**src/flash_front_pkg.sv**
```systemverilog
// constants, opcodes and enumerations of the serial flash front end
package flash_front_pkg;
  // ---------------------------------------------------------------
  // opcodes
  // ---------------------------------------------------------------
  localparam logic [7:0] OPC_READ = 8'h03;
  localparam logic [7:0] OPC_READ4 = 8'h13;
  localparam logic [7:0] OPC_PROG = 8'h02;
  localparam logic [7:0] OPC_PROG4 = 8'h12;
  localparam logic [7:0] OPC_SECT = 8'h20;
  localparam logic [7:0] OPC_SECT4 = 8'h21;
  localparam logic [7:0] OPC_BLK32 = 8'h52;
  localparam logic [7:0] OPC_BLK64 = 8'hD8;
  localparam logic [7:0] OPC_CHIP_A = 8'h60;
  localparam logic [7:0] OPC_CHIP_B = 8'hC7;
  localparam logic [7:0] OPC_ENTER_SEC = 8'hB1;
  localparam logic [7:0] OPC_EXIT_SEC = 8'hC1;
  localparam logic [7:0] OPC_WR_SEC = 8'h2F;
  localparam logic [7:0] OPC_RD_SEC = 8'h2B;
  localparam logic [7:0] OPC_ENTER_WIDE = 8'hB7;
  localparam logic [7:0] OPC_EXIT_WIDE = 8'hE9;
  localparam logic [7:0] OPC_WR_SEG = 8'hC5;
  localparam logic [7:0] OPC_RD_SEG = 8'hC8;
  localparam logic [7:0] OPC_ENTER_QUAD = 8'h35;
  localparam logic [7:0] OPC_EXIT_QUAD = 8'hF5;
  // ---------------------------------------------------------------
  // geometry and field positions
  // ---------------------------------------------------------------
  localparam int ARR_AW = 26;
  localparam int BLK_LSB = 16;
  localparam logic [10:0] BLK_COUNT = 11'h400;
  localparam logic [3:0] LEVEL_ALL = 4'hB;
  localparam int OTP_HALF_BIT = 9;
  localparam int SEC_FACTORY_BIT = 0;
  localparam int SEC_CUST_BIT = 1;
  localparam logic [2:0] ADDR_LEN3 = 3'h3;
  localparam logic [2:0] ADDR_LEN4 = 3'h4;
  localparam logic [2:0] STEP_SINGLE = 3'h1;
  localparam logic [2:0] STEP_QUAD = 3'h4;
  localparam logic [1:0] SEG_RESET = 2'h0;
  // ---------------------------------------------------------------
  // enumerations
  // ---------------------------------------------------------------
  typedef enum logic [2:0] {OPK_PROG, OPK_SECT, OPK_BLK32, OPK_BLK64, OPK_CHIP} op_kind_e;
  typedef enum logic [2:0] {CL_BAD, CL_NOARG, CL_ADDR_END, CL_ADDR_IN, CL_ADDR_OUT, CL_IN, CL_OUT} cmd_class_e;
  typedef enum logic [1:0] {RS_ARRAY, RS_SEC, RS_SEG} rd_src_e;
endpackage : flash_front_pkg

```
**src/flash_front.sv**
```systemverilog
// serial flash command front end: protection, secured area, addressing, quad mode
`timescale 1ns/10ps
`default_nettype none
module flash_front (
  input wire logic clk,
  input wire logic nrst,
  input wire logic sclk,
  input wire logic cs_n,
  input wire logic [3:0] sio_in,
  output logic [3:0] sio_out,
  output logic [3:0] sio_oe_n,
  input wire logic [3:0] prot_level,
  input wire logic prot_bottom,
  input wire logic factory_lock,
  input wire logic busy,
  input wire logic [7:0] arr_rdata,
  output logic [25:0] arr_addr,
  output logic arr_otp,
  output logic op_valid,
  output flash_front_pkg::op_kind_e op_kind,
  output logic [25:0] op_addr,
  output logic [7:0] op_data,
  output logic op_otp,
  output logic cmd_reject,
  output logic quad_mode,
  output logic wide_mode,
  output logic secured_mode
);
  typedef enum logic [2:0] {ST_IDLE, ST_OPC, ST_ADDR, ST_DIN, ST_END, ST_DOUT, ST_IGNORE} state_e;

  // ---------------------------------------------------------------
  // functions
  // ---------------------------------------------------------------
  function automatic flash_front_pkg::cmd_class_e cls_of(input logic [7:0] op, input logic quad);
    case (op)
      flash_front_pkg::OPC_READ, flash_front_pkg::OPC_READ4: cls_of = flash_front_pkg::CL_ADDR_OUT;
      flash_front_pkg::OPC_PROG, flash_front_pkg::OPC_PROG4: cls_of = flash_front_pkg::CL_ADDR_IN;
      flash_front_pkg::OPC_SECT, flash_front_pkg::OPC_SECT4,
      flash_front_pkg::OPC_BLK32, flash_front_pkg::OPC_BLK64: cls_of = flash_front_pkg::CL_ADDR_END;
      flash_front_pkg::OPC_CHIP_A, flash_front_pkg::OPC_CHIP_B,
      flash_front_pkg::OPC_ENTER_SEC, flash_front_pkg::OPC_EXIT_SEC, flash_front_pkg::OPC_WR_SEC,
      flash_front_pkg::OPC_ENTER_WIDE, flash_front_pkg::OPC_EXIT_WIDE: cls_of = flash_front_pkg::CL_NOARG;
      flash_front_pkg::OPC_ENTER_QUAD: cls_of = quad ? flash_front_pkg::CL_BAD : flash_front_pkg::CL_NOARG;
      flash_front_pkg::OPC_EXIT_QUAD: cls_of = quad ? flash_front_pkg::CL_NOARG : flash_front_pkg::CL_BAD;
      flash_front_pkg::OPC_WR_SEG: cls_of = flash_front_pkg::CL_IN;
      flash_front_pkg::OPC_RD_SEC, flash_front_pkg::OPC_RD_SEG: cls_of = flash_front_pkg::CL_OUT;
      default: cls_of = flash_front_pkg::CL_BAD;
    endcase
  endfunction : cls_of

  function automatic logic is4b(input logic [7:0] op);
    is4b = (op == flash_front_pkg::OPC_READ4) || (op == flash_front_pkg::OPC_PROG4) ||
           (op == flash_front_pkg::OPC_SECT4);
  endfunction : is4b

  function automatic logic prot_hit(input logic [3:0] lvl, input logic bottom, input logic [9:0] blk);
    logic [10:0] n;
    n = 11'h1 << (lvl - 4'h1);
    if (lvl == 4'h0) prot_hit = 1'b0;
    else if (lvl >= flash_front_pkg::LEVEL_ALL) prot_hit = 1'b1;
    else if (bottom) prot_hit = {1'b0, blk} < n;
    else prot_hit = {1'b0, blk} >= (flash_front_pkg::BLK_COUNT - n);
  endfunction : prot_hit

  // ---------------------------------------------------------------
  // pin synchronisers and edge detection
  // ---------------------------------------------------------------
  logic [2:0] sclk_sr;
  logic [2:0] csn_sr;
  logic [3:0] sio_s1;
  logic [3:0] sio_s2;
  always_ff @(posedge clk or negedge nrst) begin
    if (!nrst) begin
      sclk_sr <= 3'h0;
      csn_sr <= 3'h7;
      sio_s1 <= 4'h0;
      sio_s2 <= 4'h0;
    end else begin
      sclk_sr <= {sclk_sr[1:0], sclk};
      csn_sr <= {csn_sr[1:0], cs_n};
      sio_s1 <= sio_in;
      sio_s2 <= sio_s1;
    end
  end
  logic sck_rise, sck_fall, cs_fall, cs_rise;
  assign sck_rise = sclk_sr[1] & ~sclk_sr[2];
  assign sck_fall = ~sclk_sr[1] & sclk_sr[2];
  assign cs_fall = ~csn_sr[1] & csn_sr[2];
  assign cs_rise = csn_sr[1] & ~csn_sr[2];

  // ---------------------------------------------------------------
  // command receiver
  // ---------------------------------------------------------------
  state_e st_reg;
  flash_front_pkg::cmd_class_e cls_reg, cls_next;
  flash_front_pkg::rd_src_e src_reg;
  logic [7:0] sh_reg, sh_next, cmd_reg, data_reg;
  logic [2:0] bit_reg, bit_next, step, byte_reg, len_reg, len_next;
  logic [23:0] addr_sh;
  logic [31:0] full_addr;
  logic [25:0] addr_reg, eff_addr;
  logic got_reg, byte_done, addr_done, to_ignore, is_arr;
  logic wide_reg, quad_reg, sec_reg, cust_reg;
  logic [1:0] seg_reg;

  assign step = quad_reg ? flash_front_pkg::STEP_QUAD : flash_front_pkg::STEP_SINGLE;
  assign sh_next = quad_reg ? {sh_reg[3:0], sio_s2} : {sh_reg[6:0], sio_s2[0]};
  assign bit_next = bit_reg + step;
  assign byte_done = sck_rise && (bit_next == 3'h0);
  assign cls_next = cls_of(sh_next, quad_reg);
  assign len_next = (wide_reg || is4b(sh_next)) ? flash_front_pkg::ADDR_LEN4
                                               : flash_front_pkg::ADDR_LEN3;
  assign is_arr = (cls_next == flash_front_pkg::CL_ADDR_OUT) || (cls_next == flash_front_pkg::CL_ADDR_IN) ||
                  (cls_next == flash_front_pkg::CL_ADDR_END) || (sh_next == flash_front_pkg::OPC_CHIP_A) ||
                  (sh_next == flash_front_pkg::OPC_CHIP_B);
  assign to_ignore = (cls_next == flash_front_pkg::CL_BAD) || (busy && is_arr);
  assign full_addr = {addr_sh, sh_next};
  assign addr_done = byte_done && (st_reg == ST_ADDR) && (byte_reg + 3'h1 == len_reg);
  // wide commands take their own bits, short ones sit in the segment
  assign eff_addr = (len_reg == flash_front_pkg::ADDR_LEN4) ? full_addr[25:0] : {seg_reg, full_addr[23:0]};

  always_ff @(posedge clk or negedge nrst) begin
    if (!nrst) begin
      st_reg <= ST_IDLE;
      cls_reg <= flash_front_pkg::CL_BAD;
      src_reg <= flash_front_pkg::RS_ARRAY;
      sh_reg <= 8'h00;
      cmd_reg <= 8'h00;
      data_reg <= 8'h00;
      bit_reg <= 3'h0;
      byte_reg <= 3'h0;
      len_reg <= flash_front_pkg::ADDR_LEN3;
      addr_sh <= 24'h000000;
      addr_reg <= 26'h0000000;
      got_reg <= 1'b0;
    end else if (cs_fall) begin
      st_reg <= ST_OPC;
      bit_reg <= 3'h0;
      byte_reg <= 3'h0;
      got_reg <= 1'b0;
    end else if (cs_rise) begin
      st_reg <= ST_IDLE;
    end else if (sck_rise) begin
      if (st_reg == ST_OPC || st_reg == ST_ADDR || st_reg == ST_DIN) begin
        sh_reg <= sh_next;
        bit_reg <= bit_next;
      end
      case (st_reg)
        ST_OPC: begin
          if (byte_done) begin
            cmd_reg <= sh_next;
            cls_reg <= cls_next;
            len_reg <= len_next;
            src_reg <= (sh_next == flash_front_pkg::OPC_RD_SEC) ? flash_front_pkg::RS_SEC :
                       (sh_next == flash_front_pkg::OPC_RD_SEG) ? flash_front_pkg::RS_SEG : flash_front_pkg::RS_ARRAY;
            if (to_ignore) st_reg <= ST_IGNORE;
            else if (cls_next == flash_front_pkg::CL_NOARG) st_reg <= ST_END;
            else if (cls_next == flash_front_pkg::CL_IN) st_reg <= ST_DIN;
            else if (cls_next == flash_front_pkg::CL_OUT) st_reg <= ST_DOUT;
            else st_reg <= ST_ADDR;
          end
        end
        ST_ADDR: begin
          if (byte_done) begin
            addr_sh <= full_addr[23:0];
            byte_reg <= byte_reg + 3'h1;
          end
          if (addr_done) begin
            addr_reg <= eff_addr;
            if (cls_reg == flash_front_pkg::CL_ADDR_END) st_reg <= ST_END;
            else if (cls_reg == flash_front_pkg::CL_ADDR_IN) st_reg <= ST_DIN;
            else st_reg <= ST_DOUT;
          end
        end
        ST_DIN: begin
          if (byte_done) begin
            data_reg <= sh_next; // only the last byte of a burst is kept
            got_reg <= 1'b1;
            if (cls_reg == flash_front_pkg::CL_IN) st_reg <= ST_END;
          end
        end
        ST_END: st_reg <= ST_IGNORE; // bits past the command length spoil it
        ST_DOUT, ST_IGNORE, ST_IDLE: st_reg <= st_reg;
        default: st_reg <= ST_IDLE;
      endcase
    end
  end

  // ---------------------------------------------------------------
  // execution at select rise
  // ---------------------------------------------------------------
  logic fire, allow, otp_half;
  assign otp_half = addr_reg[flash_front_pkg::OTP_HALF_BIT];
  // only a boundary end of a complete command executes
  assign fire = cs_rise && ((st_reg == ST_END) ||
                (st_reg == ST_DIN && got_reg && bit_reg == 3'h0 && cls_reg == flash_front_pkg::CL_ADDR_IN));
  always_comb begin
    allow = 1'b1;
    if (cls_reg == flash_front_pkg::CL_ADDR_IN) begin
      if (sec_reg) allow = otp_half ? !factory_lock : !cust_reg;
      else allow = !prot_hit(prot_level, prot_bottom, addr_reg[25:flash_front_pkg::BLK_LSB]);
    end else if (cls_reg == flash_front_pkg::CL_ADDR_END) begin
      allow = !sec_reg && !prot_hit(prot_level, prot_bottom, addr_reg[25:flash_front_pkg::BLK_LSB]);
    end else if (cmd_reg == flash_front_pkg::OPC_CHIP_A || cmd_reg == flash_front_pkg::OPC_CHIP_B) begin
      allow = !sec_reg && (prot_level == 4'h0);
    end
  end

  always_ff @(posedge clk or negedge nrst) begin
    if (!nrst) begin
      wide_reg <= 1'b0;
      quad_reg <= 1'b0;
      sec_reg <= 1'b0;
      cust_reg <= 1'b0;
      seg_reg <= flash_front_pkg::SEG_RESET;
    end else if (fire) begin
      if (cls_reg == flash_front_pkg::CL_IN) seg_reg <= data_reg[1:0];
      if (cls_reg == flash_front_pkg::CL_NOARG) begin
        case (cmd_reg)
          flash_front_pkg::OPC_ENTER_WIDE: wide_reg <= 1'b1;
          flash_front_pkg::OPC_EXIT_WIDE: wide_reg <= 1'b0;
          flash_front_pkg::OPC_ENTER_SEC: sec_reg <= 1'b1;
          flash_front_pkg::OPC_EXIT_SEC: sec_reg <= 1'b0;
          flash_front_pkg::OPC_WR_SEC: cust_reg <= 1'b1;
          flash_front_pkg::OPC_ENTER_QUAD: quad_reg <= 1'b1;
          flash_front_pkg::OPC_EXIT_QUAD: quad_reg <= 1'b0;
          default: quad_reg <= quad_reg;
        endcase
      end
    end
  end

  logic is_op;
  assign is_op = (cls_reg == flash_front_pkg::CL_ADDR_IN) || (cls_reg == flash_front_pkg::CL_ADDR_END) ||
                 (cmd_reg == flash_front_pkg::OPC_CHIP_A) || (cmd_reg == flash_front_pkg::OPC_CHIP_B);
  always_ff @(posedge clk or negedge nrst) begin
    if (!nrst) begin
      op_valid <= 1'b0;
      op_kind <= flash_front_pkg::OPK_PROG;
      op_addr <= 26'h0000000;
      op_data <= 8'h00;
      op_otp <= 1'b0;
      cmd_reject <= 1'b0;
    end else begin
      op_valid <= fire && is_op && allow;
      cmd_reject <= (cs_rise && (st_reg == ST_ADDR || st_reg == ST_DIN || st_reg == ST_END) && !(fire && allow)) ||
                    (byte_done && st_reg == ST_OPC && to_ignore);
      if (fire && is_op) begin
        op_addr <= addr_reg; // no segment carry, address already wrapped inside it
        op_data <= data_reg;
        op_otp <= sec_reg;
        case (cmd_reg)
          flash_front_pkg::OPC_SECT, flash_front_pkg::OPC_SECT4: op_kind <= flash_front_pkg::OPK_SECT;
          flash_front_pkg::OPC_BLK32: op_kind <= flash_front_pkg::OPK_BLK32;
          flash_front_pkg::OPC_BLK64: op_kind <= flash_front_pkg::OPK_BLK64;
          flash_front_pkg::OPC_CHIP_A, flash_front_pkg::OPC_CHIP_B: op_kind <= flash_front_pkg::OPK_CHIP;
          default: op_kind <= flash_front_pkg::OPK_PROG;
        endcase
      end
    end
  end

  // ---------------------------------------------------------------
  // data output; bytes are fetched one clock after the address moves
  // ---------------------------------------------------------------
  logic [7:0] out_sh, sec_byte;
  logic [2:0] out_cnt, out_next;
  logic load_pend;
  assign sec_byte = {6'h00, cust_reg, factory_lock};
  assign out_next = out_cnt + step;
  always_ff @(posedge clk or negedge nrst) begin
    if (!nrst) begin
      out_sh <= 8'h00;
      out_cnt <= 3'h0;
      load_pend <= 1'b0;
      arr_addr <= 26'h0000000;
      arr_otp <= 1'b0;
      sio_out <= 4'h0;
      sio_oe_n <= 4'hF;
    end else if (cs_fall || cs_rise) begin
      out_cnt <= 3'h0;
      load_pend <= 1'b0;
      sio_oe_n <= 4'hF;
    end else begin
      if ((byte_done && st_reg == ST_OPC && cls_next == flash_front_pkg::CL_OUT && !to_ignore) || addr_done) begin
        load_pend <= 1'b1;
        arr_addr <= eff_addr;
        arr_otp <= sec_reg;
      end else if (load_pend) begin
        load_pend <= 1'b0;
        case (src_reg)
          flash_front_pkg::RS_SEC: out_sh <= sec_byte;
          flash_front_pkg::RS_SEG: out_sh <= {6'h00, seg_reg};
          default: out_sh <= arr_rdata;
        endcase
      end else if (st_reg == ST_DOUT && sck_fall) begin
        sio_out <= quad_reg ? out_sh[7:4] : {2'b00, out_sh[7], 1'b0};
        sio_oe_n <= quad_reg ? 4'h0 : 4'hD;
        out_sh <= quad_reg ? {out_sh[3:0], 4'h0} : {out_sh[6:0], 1'b0};
        out_cnt <= out_next;
        if (out_next == 3'h0) begin
          load_pend <= 1'b1;
          if (src_reg == flash_front_pkg::RS_ARRAY) arr_addr <= arr_addr + 26'h0000001;
        end
      end
    end
  end

  assign quad_mode = quad_reg;
  assign wide_mode = wide_reg;
  assign secured_mode = sec_reg;
endmodule : flash_front
`default_nettype wire

```
**config.mk**
```make
export PLATFORM = sky130hd
export DESIGN_NAME = flash_front
export DESIGN_NICKNAME = d
export VERILOG_FILES = /design/src/flash_front_pkg.sv /design/src/flash_front.sv
export SDC_FILE = /design/constraint.sdc
export NUM_CORES = 1
export LEC_CHECK = 0
export BUFFER_PORTS_ARGS = -buffer_cell sky130_fd_sc_hd__clkbuf_2
export CAP_MARGIN = 5
export CORE_MARGIN = 5
export CORE_UTILIZATION = 55
export CTS_CLUSTER_DIAMETER = 40
export DETAILED_ROUTE_END_ITERATION = 10
export GPL_TIMING_DRIVEN = 0
export PLACE_DENSITY_LB_ADDON = 0.25
export SLEW_MARGIN = 20
export SYNTH_ARGS = -nofsm -noshare
export SYNTH_HDL_FRONTEND = slang
export SYNTH_SLANG_ARGS = --single-unit
```
**constraint.sdc**
```tcl
create_clock -name clk -period 3.1 [get_ports clk]
set_input_delay 0.62 -clock clk [delete_from_list [all_inputs] [get_ports clk]]
set_output_delay 0.62 -clock clk [all_outputs]
set_load 0.01 [all_outputs]
```
==> results.md, run 1 <==
* Starting density of the core at 55.38%
* Reg clk slew, reported paths at around 0.07 ns
* 1st-iter DRT viols at 702
* M2 GR Usage at ~41%
* Max stage delay on crit path at approximately 0.3 ns
* Most frequent cells in the layout: dfrtp_1, nand2_1, o21ai_0, clkbuf_2, a21oi_1
* # DRC at 0
* Synth Flop Type: dfrtp_1
* Max-slew violations at 0
* Unique masters post-synth at between 70 and 80
* Final wirelength at 26.73 mm
* Global-route wire length before repair at 42.27 mm
* DR vias at about 8500
* Vias/cell at 6.009
* Final setup fails at 0
* Tcrit/Tclk final at between 90% and 100%
* Site Rows at 49
* Dpl cell area at around 0.011 mm^2
* Layout net count at 1230
* Post-layout util at 66.29%
* Worst path cell trace: buf_4 > buf_8 > nor2_4 > and2_4 > inv_1 > ha_1 > buf_6 > nand2_2 > o21ai_1 > ha_2 > a211oi_4 > nand4_1 > a41oi_2 > o31ai_4 > a31o_2 > nor2_1 > o21ai_1 > a32o_2
* DR pass1 iterations at 5
* Fmax at around 330 MHz
* Die area at between 0.02 and 0.025 mm^2
* Syn Area/Cell at 9.496 um^2
* Final hold slack at 0.1141 ns
* Post-synth EDFFs at 0
* Yosys reg bits at 189
* Diodes inserted at 0
* Power Dens Cells at 587.4 mW/mm^2
* Post-detail-place hpwl at 18.82 mm
* Sink Count at 189
* Worst Max-Slew Pin Slew at just under 0.9 ns
* CTS tree: done
* Ys async rst share at 100.0%
* M1 GR Usage at 36.61%
* Met3 Usage GRT at 4.060%
* Die width at 143.8 um
* CP max stage cell: a31o_2
* Outcome: finished, final reports clean
* I/O pin count at approximately 100
* Core ar. at 0.01778 mm^2
* Synth-to-layout area growth at 19.70%
* CP required at 3.43 ns
* Final instance area at 0.01179 mm^2
* Synthesized area at 0.009847 mm^2
* Power, Total at 6.923 mW
* H-tree Lvls at 4
* Clock root cell: clkbuf_16
* Latest clock arrival within the worst-skew pair at 0.45 ns
* Crit path launch type: input pin
* Synthesis warning total at 0
* Leakage at 5.584 nW
* Clock skew at 0.01451 ns
* Setup TNS at 0 ns
* Routed length per instance at 18.85 um
* Maximum fanout along the worst path at 7
* Largest net degree at the start of global routing at 92
* Antenna Nets Post-Route at 0
* Minimum clock period at 3.051 ns
* Critical path's top delay family: compound AO/OA/AOI/OAI gates
* Antenna violations before repair at 0
* GR peak layer: met2
* Layout cell share with drive strength beyond 1 at 25.23%
* Worst hold path class: input pin to asynchronous set/reset pin
* Vias in the first global route at 7963
* Final Hold Viols at 0
* Max cap viols at 0
* Post-synthesis net count at 1091
* Total gr overflow at 0
* Nature of the critical path endpoint: flip-flop
* CP most frequent cell: o21ai_1
* Critical path class: input pin to flip-flop
* Inserted Clock Buffers at 17
* Fill count at 1464
* Port bufs at 99
* Worst path buffer plus inverter count at 4
* Max_slew headroom at between 30% and 40%
* GRT Total Usage at 26.00%
* Die height at ~140 um
* Max VDD drop at 0.0005175 V
* WP data arrival at 3.38 ns
* RePlAce Congestion at 0.9351
* Longest Clk Path Bufs at 2
* Part of the Yosys area used for sequential elements at 48.11%
* Commonest non-fill, non-tap cell in the layout: dfrtp_1
* Cells after Synth at 1037
## per-stage QoR
stage / std cells / worst slack, ns
6_report: 1418 / 0.04932
5_1_grt: 1418 / -0.02745
4_1_cts: 1406 / 0.0008935
3_5_place_dp: 1368 / -0.8013
3_3_place_gp: 1365 / -2.123
2_1_floorplan: 1037 / 0.0006977
## cell usage after synthesis (all sizes together) (4+ instances only)
| master | instances | share of area (%) |
|---|---|---|
| a22oi | 12 | 0.91 |
| nor2 | 65 | 2.5 |
| nor3 | 19 | 1.1 |
| nand3b | 9 | 0.69 |
| a41oi | 4 | 0.36 |
| a21boi | 4 | 0.30 |
| and3 | 14 | 0.89 |
| dfstp | 6 | 1.6 |
| and2 | 11 | 0.72 |
| nand4 | 7 | 0.51 |
| nor3b | 6 | 0.46 |
| a21oi | 62 | 3.2 |
| or4 | 5 | 0.38 |
| o22ai | 5 | 0.32 |
| o211ai | 5 | 0.43 |
| inv | 31 | 1.2 |
| buf | 28 | 1.6 |
| dfrtp | 183 | 47 |
| nor4 | 6 | 0.44 |
| a31oi | 10 | 0.64 |
| xnor2 | 4 | 0.36 |
| a32o | 6 | 0.61 |
| o21ai | 113 | 5.7 |
| ha | 31 | 3.9 |
| o21a | 4 | 0.30 |
| o31ai | 4 | 0.30 |
| nor4b | 4 | 0.36 |
| mux2i | 14 | 1.4 |
| xor2 | 4 | 0.36 |
| a21o | 5 | 0.38 |
| nand3 | 33 | 1.7 |
| nor2b | 11 | 0.70 |
| mux2 | 53 | 6.1 |
| clkbuf | 33 | 1.3 |
| or3 | 6 | 0.43 |
| nand2 | 161 | 6.2 |
| nand2b | 14 | 0.89 |
## layout make-up
type / instances / area [um^2] / share of cell area [%]
Inverter: 31 / 120.1 / 1.019
Tap cell: 229 / 286.5 / 2.431
Clock inverter: 14 / 175.2 / 1.486
Multi-Input combinational cell: 756 / 4928 / 41.82
Buffer: 58 / 364.1 / 3.089
Clock buffer: 18 / 439.2 / 3.726
Sequential cell: 189 / 4737 / 40.19
Timing Repair Buffer: 123 / 735.7 / 6.242
## logic make-up (layout without fill, tap and decap cells)
| family | Yosys count | in the layout | synth area share [%] |
|---|---|---|---|
| adder cells (fa/ha/maj) | 31 | 31 | 3.939 |
| AND/OR/NAND/NOR | 384 | 384 | 19.06 |
| AO/OA/AOI/OAI | 264 | 264 | 16.16 |
| XOR/XNOR | 10 | 10 | 1.169 |
| buffers and inverters | 92 | 244 | 4.079 |
| flip-flops | 189 | 189 | 48.11 |
| multiplexers | 67 | 67 | 7.484 |
## report_power, final
group	switching [mW]	internal [mW]	total [mW]
clock network	1.08	1.18	2.26
logic	1.04	0.606	1.64
registers	0.270	2.75	3.02
total	2.39	4.53	6.92
## layer usage
metal  vias up  share of wire (%)
li1       3973                  -
met1      4184                 43
met2       318                 49
met3        46                6.4
met4         0                2.1
met5         -                  0
## path summary, 6_finish.rpt
kind	from	end	slack, ns	cells past startpoint
setup reg to reg	quad_mode	addr_reg[6]	0.14	13
max in group asynchronous	nrst	arr_addr[7]	2.22	2
hold reg to reg	sio_s1[1]	sio_s2[1]	0.35	0
setup / recovery	prot_level[1]	cmd_reject	0.05	18
min in group clk	cs_n	csn_sr[0]	0.25	1
hold / removal	nrst	op_addr[6]	0.11	1
## what timing repair did
action                     in CTS  in global routing
buffers inserted                8                 13
setup endpoints to repair      85                 89
resized for setup              30                 61
pin swaps                       7                 17
hold buffers                    0                  0
Power figures use the tool's default switching activity.
==> run 2, diff against run 1 <==
--- a/config.mk
+++ b/config.mk
@@ -7,8 +7,10 @@
 export LEC_CHECK = 0
 export BUFFER_PORTS_ARGS = -buffer_cell sky130_fd_sc_hd__clkbuf_2
 export CAP_MARGIN = 5
+export CELL_PAD_IN_SITES_DETAIL_PLACEMENT = 2
+export CELL_PAD_IN_SITES_GLOBAL_PLACEMENT = 2
 export CORE_MARGIN = 5
-export CORE_UTILIZATION = 55
+export CORE_UTILIZATION = 33
 export CTS_CLUSTER_DIAMETER = 40
 export DETAILED_ROUTE_END_ITERATION = 10
 export GPL_TIMING_DRIVEN = 0
==> run 2 against run 1 <==
Sequential power barely moved; highest routed layer unchanged; largest cell class unchanged; critical endpoint is now arr_addr[4]; via count fell by 0.32%; final cell count rose by 12%; power rose by 1.5%; clock power barely moved.
==> results.md, run 2 (synthesized netlist as in run 1, its figures left out) <==
* Reg-to-reg setup timing slack at 0.08 ns
* Worst path cell trace: buf_6 > buf_12 > buf_12 > clkinvlp_4 > buf_6 > ha_1 > ha_2 > xor2_2 > xor2_1 > nor4_2 > a32o_2 > buf_4 > o21ai_0 > a22oi_1
* Levels on crit path at 14
* Post-detail-place hpwl at 24.57 mm
* Core ar. at just under 0.03 mm^2
* Tcrit/Tclk final at a little over nine tenths
* # DRC at 0
* Worst Max-Slew Pin Slew at just over 0.8 ns
* Worst hold path class: input pin to asynchronous set/reset pin
* Total gr overflow at 0
* FF-to-FF Start: quad_mode
* Worst path buffer plus inverter count at 6
* Max_slew headroom at 45.01%
* Final setup fails at 0
* I/O pin count at just over 100
* Clock skew at approximately 0.016 ns
* 1st-iter DRT viols at 330
* Nature of the critical path endpoint: flip-flop
* CP required at 3.45 ns
* Clock root cell: clkbuf_16
* Largest net degree at the start of global routing at 81
* Outcome: finished, final reports clean
* Global-route wire length before repair at about 54 mm
* Reg-to-reg endpoint: arr_addr[4]
* Max VDD drop at 0.0003799 V
* Port bufs at 99
* Max cap viols at 0
* Final Hold Viols at 0
* Leakage at 5.626 nW
* Longest Clk Path Bufs at 2
* DR pass1 iterations at 4
* H-tree Lvls at 4
* Diodes inserted at 0
* CP max stage cell: nor4_2
* FF-to-FF path depth at 14
* Die width at ~180 um
* Vias in the first global route at 9413
* Crit path launch type: flip-flop
* Fmax at ~330 MHz
* Critical path class: flip-flop to flip-flop
* Minimum clock period at 3.021 ns
* Site Rows at 63
* Max stage delay on crit path at 0.39 ns
* Post-layout util at 40.87%
* Most frequent cells in the layout: dfrtp_1, nand2_1, o21ai_0, clkbuf_2, a21oi_1
* Sink Count at 189
* Reg clk slew, reported paths at 0.08 ns
* CTS tree: done
* Commonest non-fill, non-tap cell in the layout: dfrtp_1
* Latest clock arrival within the worst-skew pair at 0.44 ns
* Vias/cell at 5.359
* RePlAce Congestion at 0.8354
* Synth-to-layout area growth at 22.69%
* Post-Place Cells at 1529
* Starting density of the core at 33.31%
* Routed length per instance at 21.32 um
* WP data arrival at 3.37 ns
* Inserted Clock Buffers at 17
* DR vias at 8494
* Final wirelength at between 30 and 40 mm
* Die height at around 180 um
* Non-filler instance count after layout at ~1600
* Power Dens Cells at 581.8 mW/mm^2
* Maximum fanout along the worst path at 10
* Layout net count at 1236
* Antenna violations before repair at 0
* Antenna Nets Post-Route at 0
* Layout cell share with drive strength beyond 1 at 26.11%
* Max-slew violations at 0
* Fill count at 3223
* Critical path's top delay family: buffers and inverters
* GRT Total Usage at around a fifth
* Die area at 0.03339 mm^2
* Hold_buf cts at 0
run 2: changes by cell type in the layout (fill, tap and decap cells not counted), sizes merged:
cell | previous run | this run
inv | 36 | 38
bufinv | 1 | 0
clkbuf | 141 | 139
buf | 58 | 66
clkinv | 6 | 5
run 2: how the worst max path moves through the flow:
stage / start / end / slack, ns
after floorplan: prot_level[2] / cmd_reject / 0.0007
after global placement: nrst / sio_out[0] / -2.52
after detailed placement: quad_mode / addr_reg[21] / -0.84
after CTS: quad_mode / out_sh[5] / 0.004
after global routing: quad_mode / arr_addr[4] / -0.09
final: quad_mode / arr_addr[4] / 0.08
run 2: area by class of cell:
| type | instances | area (um^2) | share of cell area [%] |
|---|---|---|---|
| Sequential cell | 189 | 4737 | 39.21 |
| Inverter | 31 | 120.1 | 0.9942 |
| Timing Repair Buffer | 130 | 790.8 | 6.545 |
| Multi-Input combinational cell | 756 | 4954 | 41.00 |
| Clock buffer | 18 | 439.2 | 3.635 |
| Buffer | 57 | 389.1 | 3.221 |
| Clock inverter | 14 | 163.9 | 1.357 |
| Tap cell | 390 | 488.0 | 4.039 |
run 2: repair_timing:
action	CTS	global route
setup buffers	16	11
gates resized for setup	67	33
cloned	0	1
pin swaps	9	13
setup endpoints to repair	98	83
run 2: metrics by stage:
step	TNS, ns	total power [mW]	worst slack (ns)	instance area (um^2)	hold slack (ns)
floorplan	0	4.021	0.0006977	9888	0.3244
global placement	-495.82	4.597	-2.525	10870	0.3350
detailed placement	-38.15	4.686	-0.8403	10950	0.3394
CTS	0	7.072	0.003614	11900	0.1174
global route	-0.6295	7.438	-0.08657	12080	0.1274
finish	0	7.029	0.07931	12080	0.1079
run 2: routing by layer:
metal	vias to the layer above	track usage, %	part of all wire, %
met2	123	35.81	51
met3	32	2.757	2.6
met1	4372	26.24	45
met4	0	4.713	1.5
li1	3967	-	-
met5	-	0	0
run 2: power by group:
group / internal, mW / switching [mW] / leakage, nW
clock: 1.12 / 1.15 / 0.292
combinational: 0.622 / 1.10 / 2.81
sequential: 2.75 / 0.286 / 2.52
total: 4.49 / 2.54 / 5.63
==> run 3, diff against run 2 <==
--- a/config.mk
+++ b/config.mk
@@ -5,12 +5,14 @@
 export SDC_FILE = /design/constraint.sdc
 export NUM_CORES = 1
 export LEC_CHECK = 0
+export ABC_AREA = 1
 export BUFFER_PORTS_ARGS = -buffer_cell sky130_fd_sc_hd__clkbuf_2
 export CAP_MARGIN = 5
 export CELL_PAD_IN_SITES_DETAIL_PLACEMENT = 2
 export CELL_PAD_IN_SITES_GLOBAL_PLACEMENT = 2
-export CORE_MARGIN = 5
+export CORE_MARGIN = 2
 export CORE_UTILIZATION = 33
+export CTS_BUF_LIST = sky130_fd_sc_hd__clkbuf_4
 export CTS_CLUSTER_DIAMETER = 40
 export DETAILED_ROUTE_END_ITERATION = 10
 export GPL_TIMING_DRIVEN = 0
==> run 3 against run 2 <==
Setup slack better by 0.014 ns; clock skew up 0.015 ns; register-to-register slack about the same; global-route usage up 1.8 points; clock power down 38%; power down 27%; non-clock buffer count down 43; sequential power down 9.6%; synthesized cell count up 22%; via count up 5.3%; sequential share of layout area up 2.7 points; largest power group unchanged; highest routed layer unchanged.
==> results.md, run 3 <==
* Max-slew violations at 0
* Site Rows at 63
* Worst hold path class: input pin to flip-flop
* Syn Area/Cell at 7.831 um^2
* Final hold slack at just under 0.08 ns
* Setup TNS at 0 ns
* Die height at ~180 um
* Fill count at ~3500
* Reg clk slew, reported paths at 0.19 ns
* Inserted Clock Buffers at 17
* Max_slew headroom at approximately 52%
* 1st-iter DRT viols at 415
* Tcrit/Tclk final at between 90 and 100%
* Max VDD drop at about 0.00018 V
* Synth-to-layout area growth at 14.03%
* Layout net count at 1443
* Synth Flop Type: dfrtp_1
* H-tree Lvls at 4
* DR vias at 8948
* Fmax at 332.5 MHz
* GRT Total Usage at roughly 22%
* Ys async rst share at 100.0%
* Synthesized area at 0.009915 mm^2
* Final wirelength at 32.76 mm
* Total gr overflow at 0
* Final setup fails at 0
* Largest net degree at the start of global routing at 86
* Unique masters post-synth at 45
* # DRC at 0
* Core ar. at 0.02964 mm^2
* I/O pin count at 101
* Minimum clock period at 3.007 ns
* Vias in the first global route at 9528
* Post-detail-place hpwl at between 20 and 30 mm
* Share of the synthesized area in the top cell type at 46.19%
* Power Dens Cells at 454.3 mW/mm^2
* Commonest non-fill, non-tap cell in the layout: nand2_1
* Pre-CTS setup slack at -0.4284 ns
* Post-synthesis net count at roughly 1300
* Latest clock arrival within the worst-skew pair at ~0.64 ns
* Part of the Yosys area used for sequential elements at 47.78%
* Outcome: finished, final reports clean
* DR pass1 iterations at 5
* Antenna Nets Post-Route at 0
* Layout cell share with drive strength beyond 1 at 14.76%
* Port bufs at 99
* Count leader, synth: nand2_1
* Power, Total at roughly 5 mW
* Global-route wire length before repair at 53.48 mm
* Vias/cell at 4.991
* Routed length per instance at 18.27 um
* WP data arrival at 3.54 ns
* Main area contributors after synthesis: dfrtp_1, nand2_1, o21ai_0
* Leakage at 5.736 nW
* Clock skew at 0.03069 ns
* Starting density of the core at 33.45%
* Synthesis warning total at 0
* Maximum fanout along the worst path at 11
* Final Hold Viols at 0
* Die width at around 180 um
* CTS tree: done
* Crit path launch type: flip-flop
* Most frequent cells in the layout: nand2_1, dfrtp_1, inv_1, o21ai_0, clkbuf_2
* Longest Clk Path Bufs at 2
* Post-synth EDFFs at 0
* Register area at 0.004737 mm^2
* Cells after Synth at 1266
* Max cap viols at 0
* Antenna violations before repair at 1
* Worst Max-Slew Pin Slew at 0.7179 ns
* CP required at 3.64 ns
* Top cells by instance count after synthesis: nand2_1, dfrtp_1, inv_1, o21ai_0, nor2_1
* Critical path class: flip-flop to flip-flop
* Multi-input gate area at 0.004359 mm^2
* Sink Count at 189
* Worst Slack Setup Final at 0.09283 ns
* Yosys reg bits at 189
* Nature of the critical path endpoint: flip-flop
* Die area at 0.03145 mm^2
* RePlAce Congestion at 0.8039
* RSZ-0062 raised after global routing: yes
* Cell taking the most area after synthesis: dfrtp_1
* Clock root cell: clkbuf_4
==> run 3: final timing paths <==
check	slack, ns	cells after the start	endpoint	from
worst max-delay path	0.09	16	arr_addr[23]	quad_mode
max in group asynchronous	1.95	3	csn_sr[2]	nrst
worst min register to register	0.37	0	csn_sr[1]	csn_sr[0]
min in group asynchronous	0.42	2	op_addr[17]	nrst
worst max register to register	0.09	16	arr_addr[23]	quad_mode
worst min-delay path	0.08	1	sio_s1[2]	sio_in[2]
==> run 3: kinds of logic after synthesis <==
kind of cell	Yosys count	share of synthesized area, %
buf+inv	199	8.455
flops	189	47.78
mux	3	0.3029
simple gates	596	24.67
fa+ha+maj	31	3.912
compound gates	219	12.24
xor+xnor	29	2.638
==> run 3: layer usage <==
metal / vias up / GRT usage, % / wire, um
li1: 4282 / - / -
met1: 4521 / 31.21 / 16250
met2: 129 / 36.12 / 15330
met3: 16 / 2.935 / 942
met4: 0 / 3.893 / 248
met5: - / 0 / 0
==> run 3: through the flow <==
| step | area (um^2) | instances | utilization, % |
|---|---|---|---|
| 2_1_floorplan | 9915 | 1266 | - |
| 3_3_place_gp | 10900 | 1755 | 36.77 |
| 3_5_place_dp | 10960 | 1757 | 36.99 |
| 4_1_cts | 11270 | 1791 | 38.02 |
| 5_1_grt | 11310 | 1793 | 38.15 |
| 6_report | 11310 | 1793 | 38.15 |
==> run 3: layout make-up <==
class	count	area share (%)
timing repair buffer	104	5.190
inverter	159	5.301
sequential	189	41.90
buffer	40	2.224
clock inverter	15	1.361
clock buffer	17	1.129
antenna	1	0.02213
multi-input combinational	878	38.56
tap	390	4.316
==> run 3: report_power, final <==
group | internal, mW | switching, mW
logic | 0.289 | 0.697
clock network | 0.362 | 1.05
registers | 2.60 | 0.134
total | 3.25 | 1.88
==> run 3: what timing repair did <==
| item | in CTS | in global routing |
|---|---|---|
| buffers inserted | 0 | 1 |
| setup endpoints to repair | 3 | 70 |
| pin swaps | 0 | 1 |
| hold buffers | 2 | 0 |
| gates resized for setup | 1 | 16 |
| hold endpoints to repair | 21 | 0 |
==> run 3: critical path, stage by stage, from the launching register on <==
cell and delay (ns):
dfrtp_1 0.42, buf_6 0.19, inv_4 0.05, buf_6 0.15, ha_1 0.20, ha_1 0.29
nor3_1 0.22, nand2_1 0.20, nor2_4 0.17, inv_1 0.09, o21ai_4 0.19, nand2_4 0.13
o21ai_4 0.16, buf_6 0.20, nand2_1 0.09, o21ai_1 0.10, inv_2 0.04
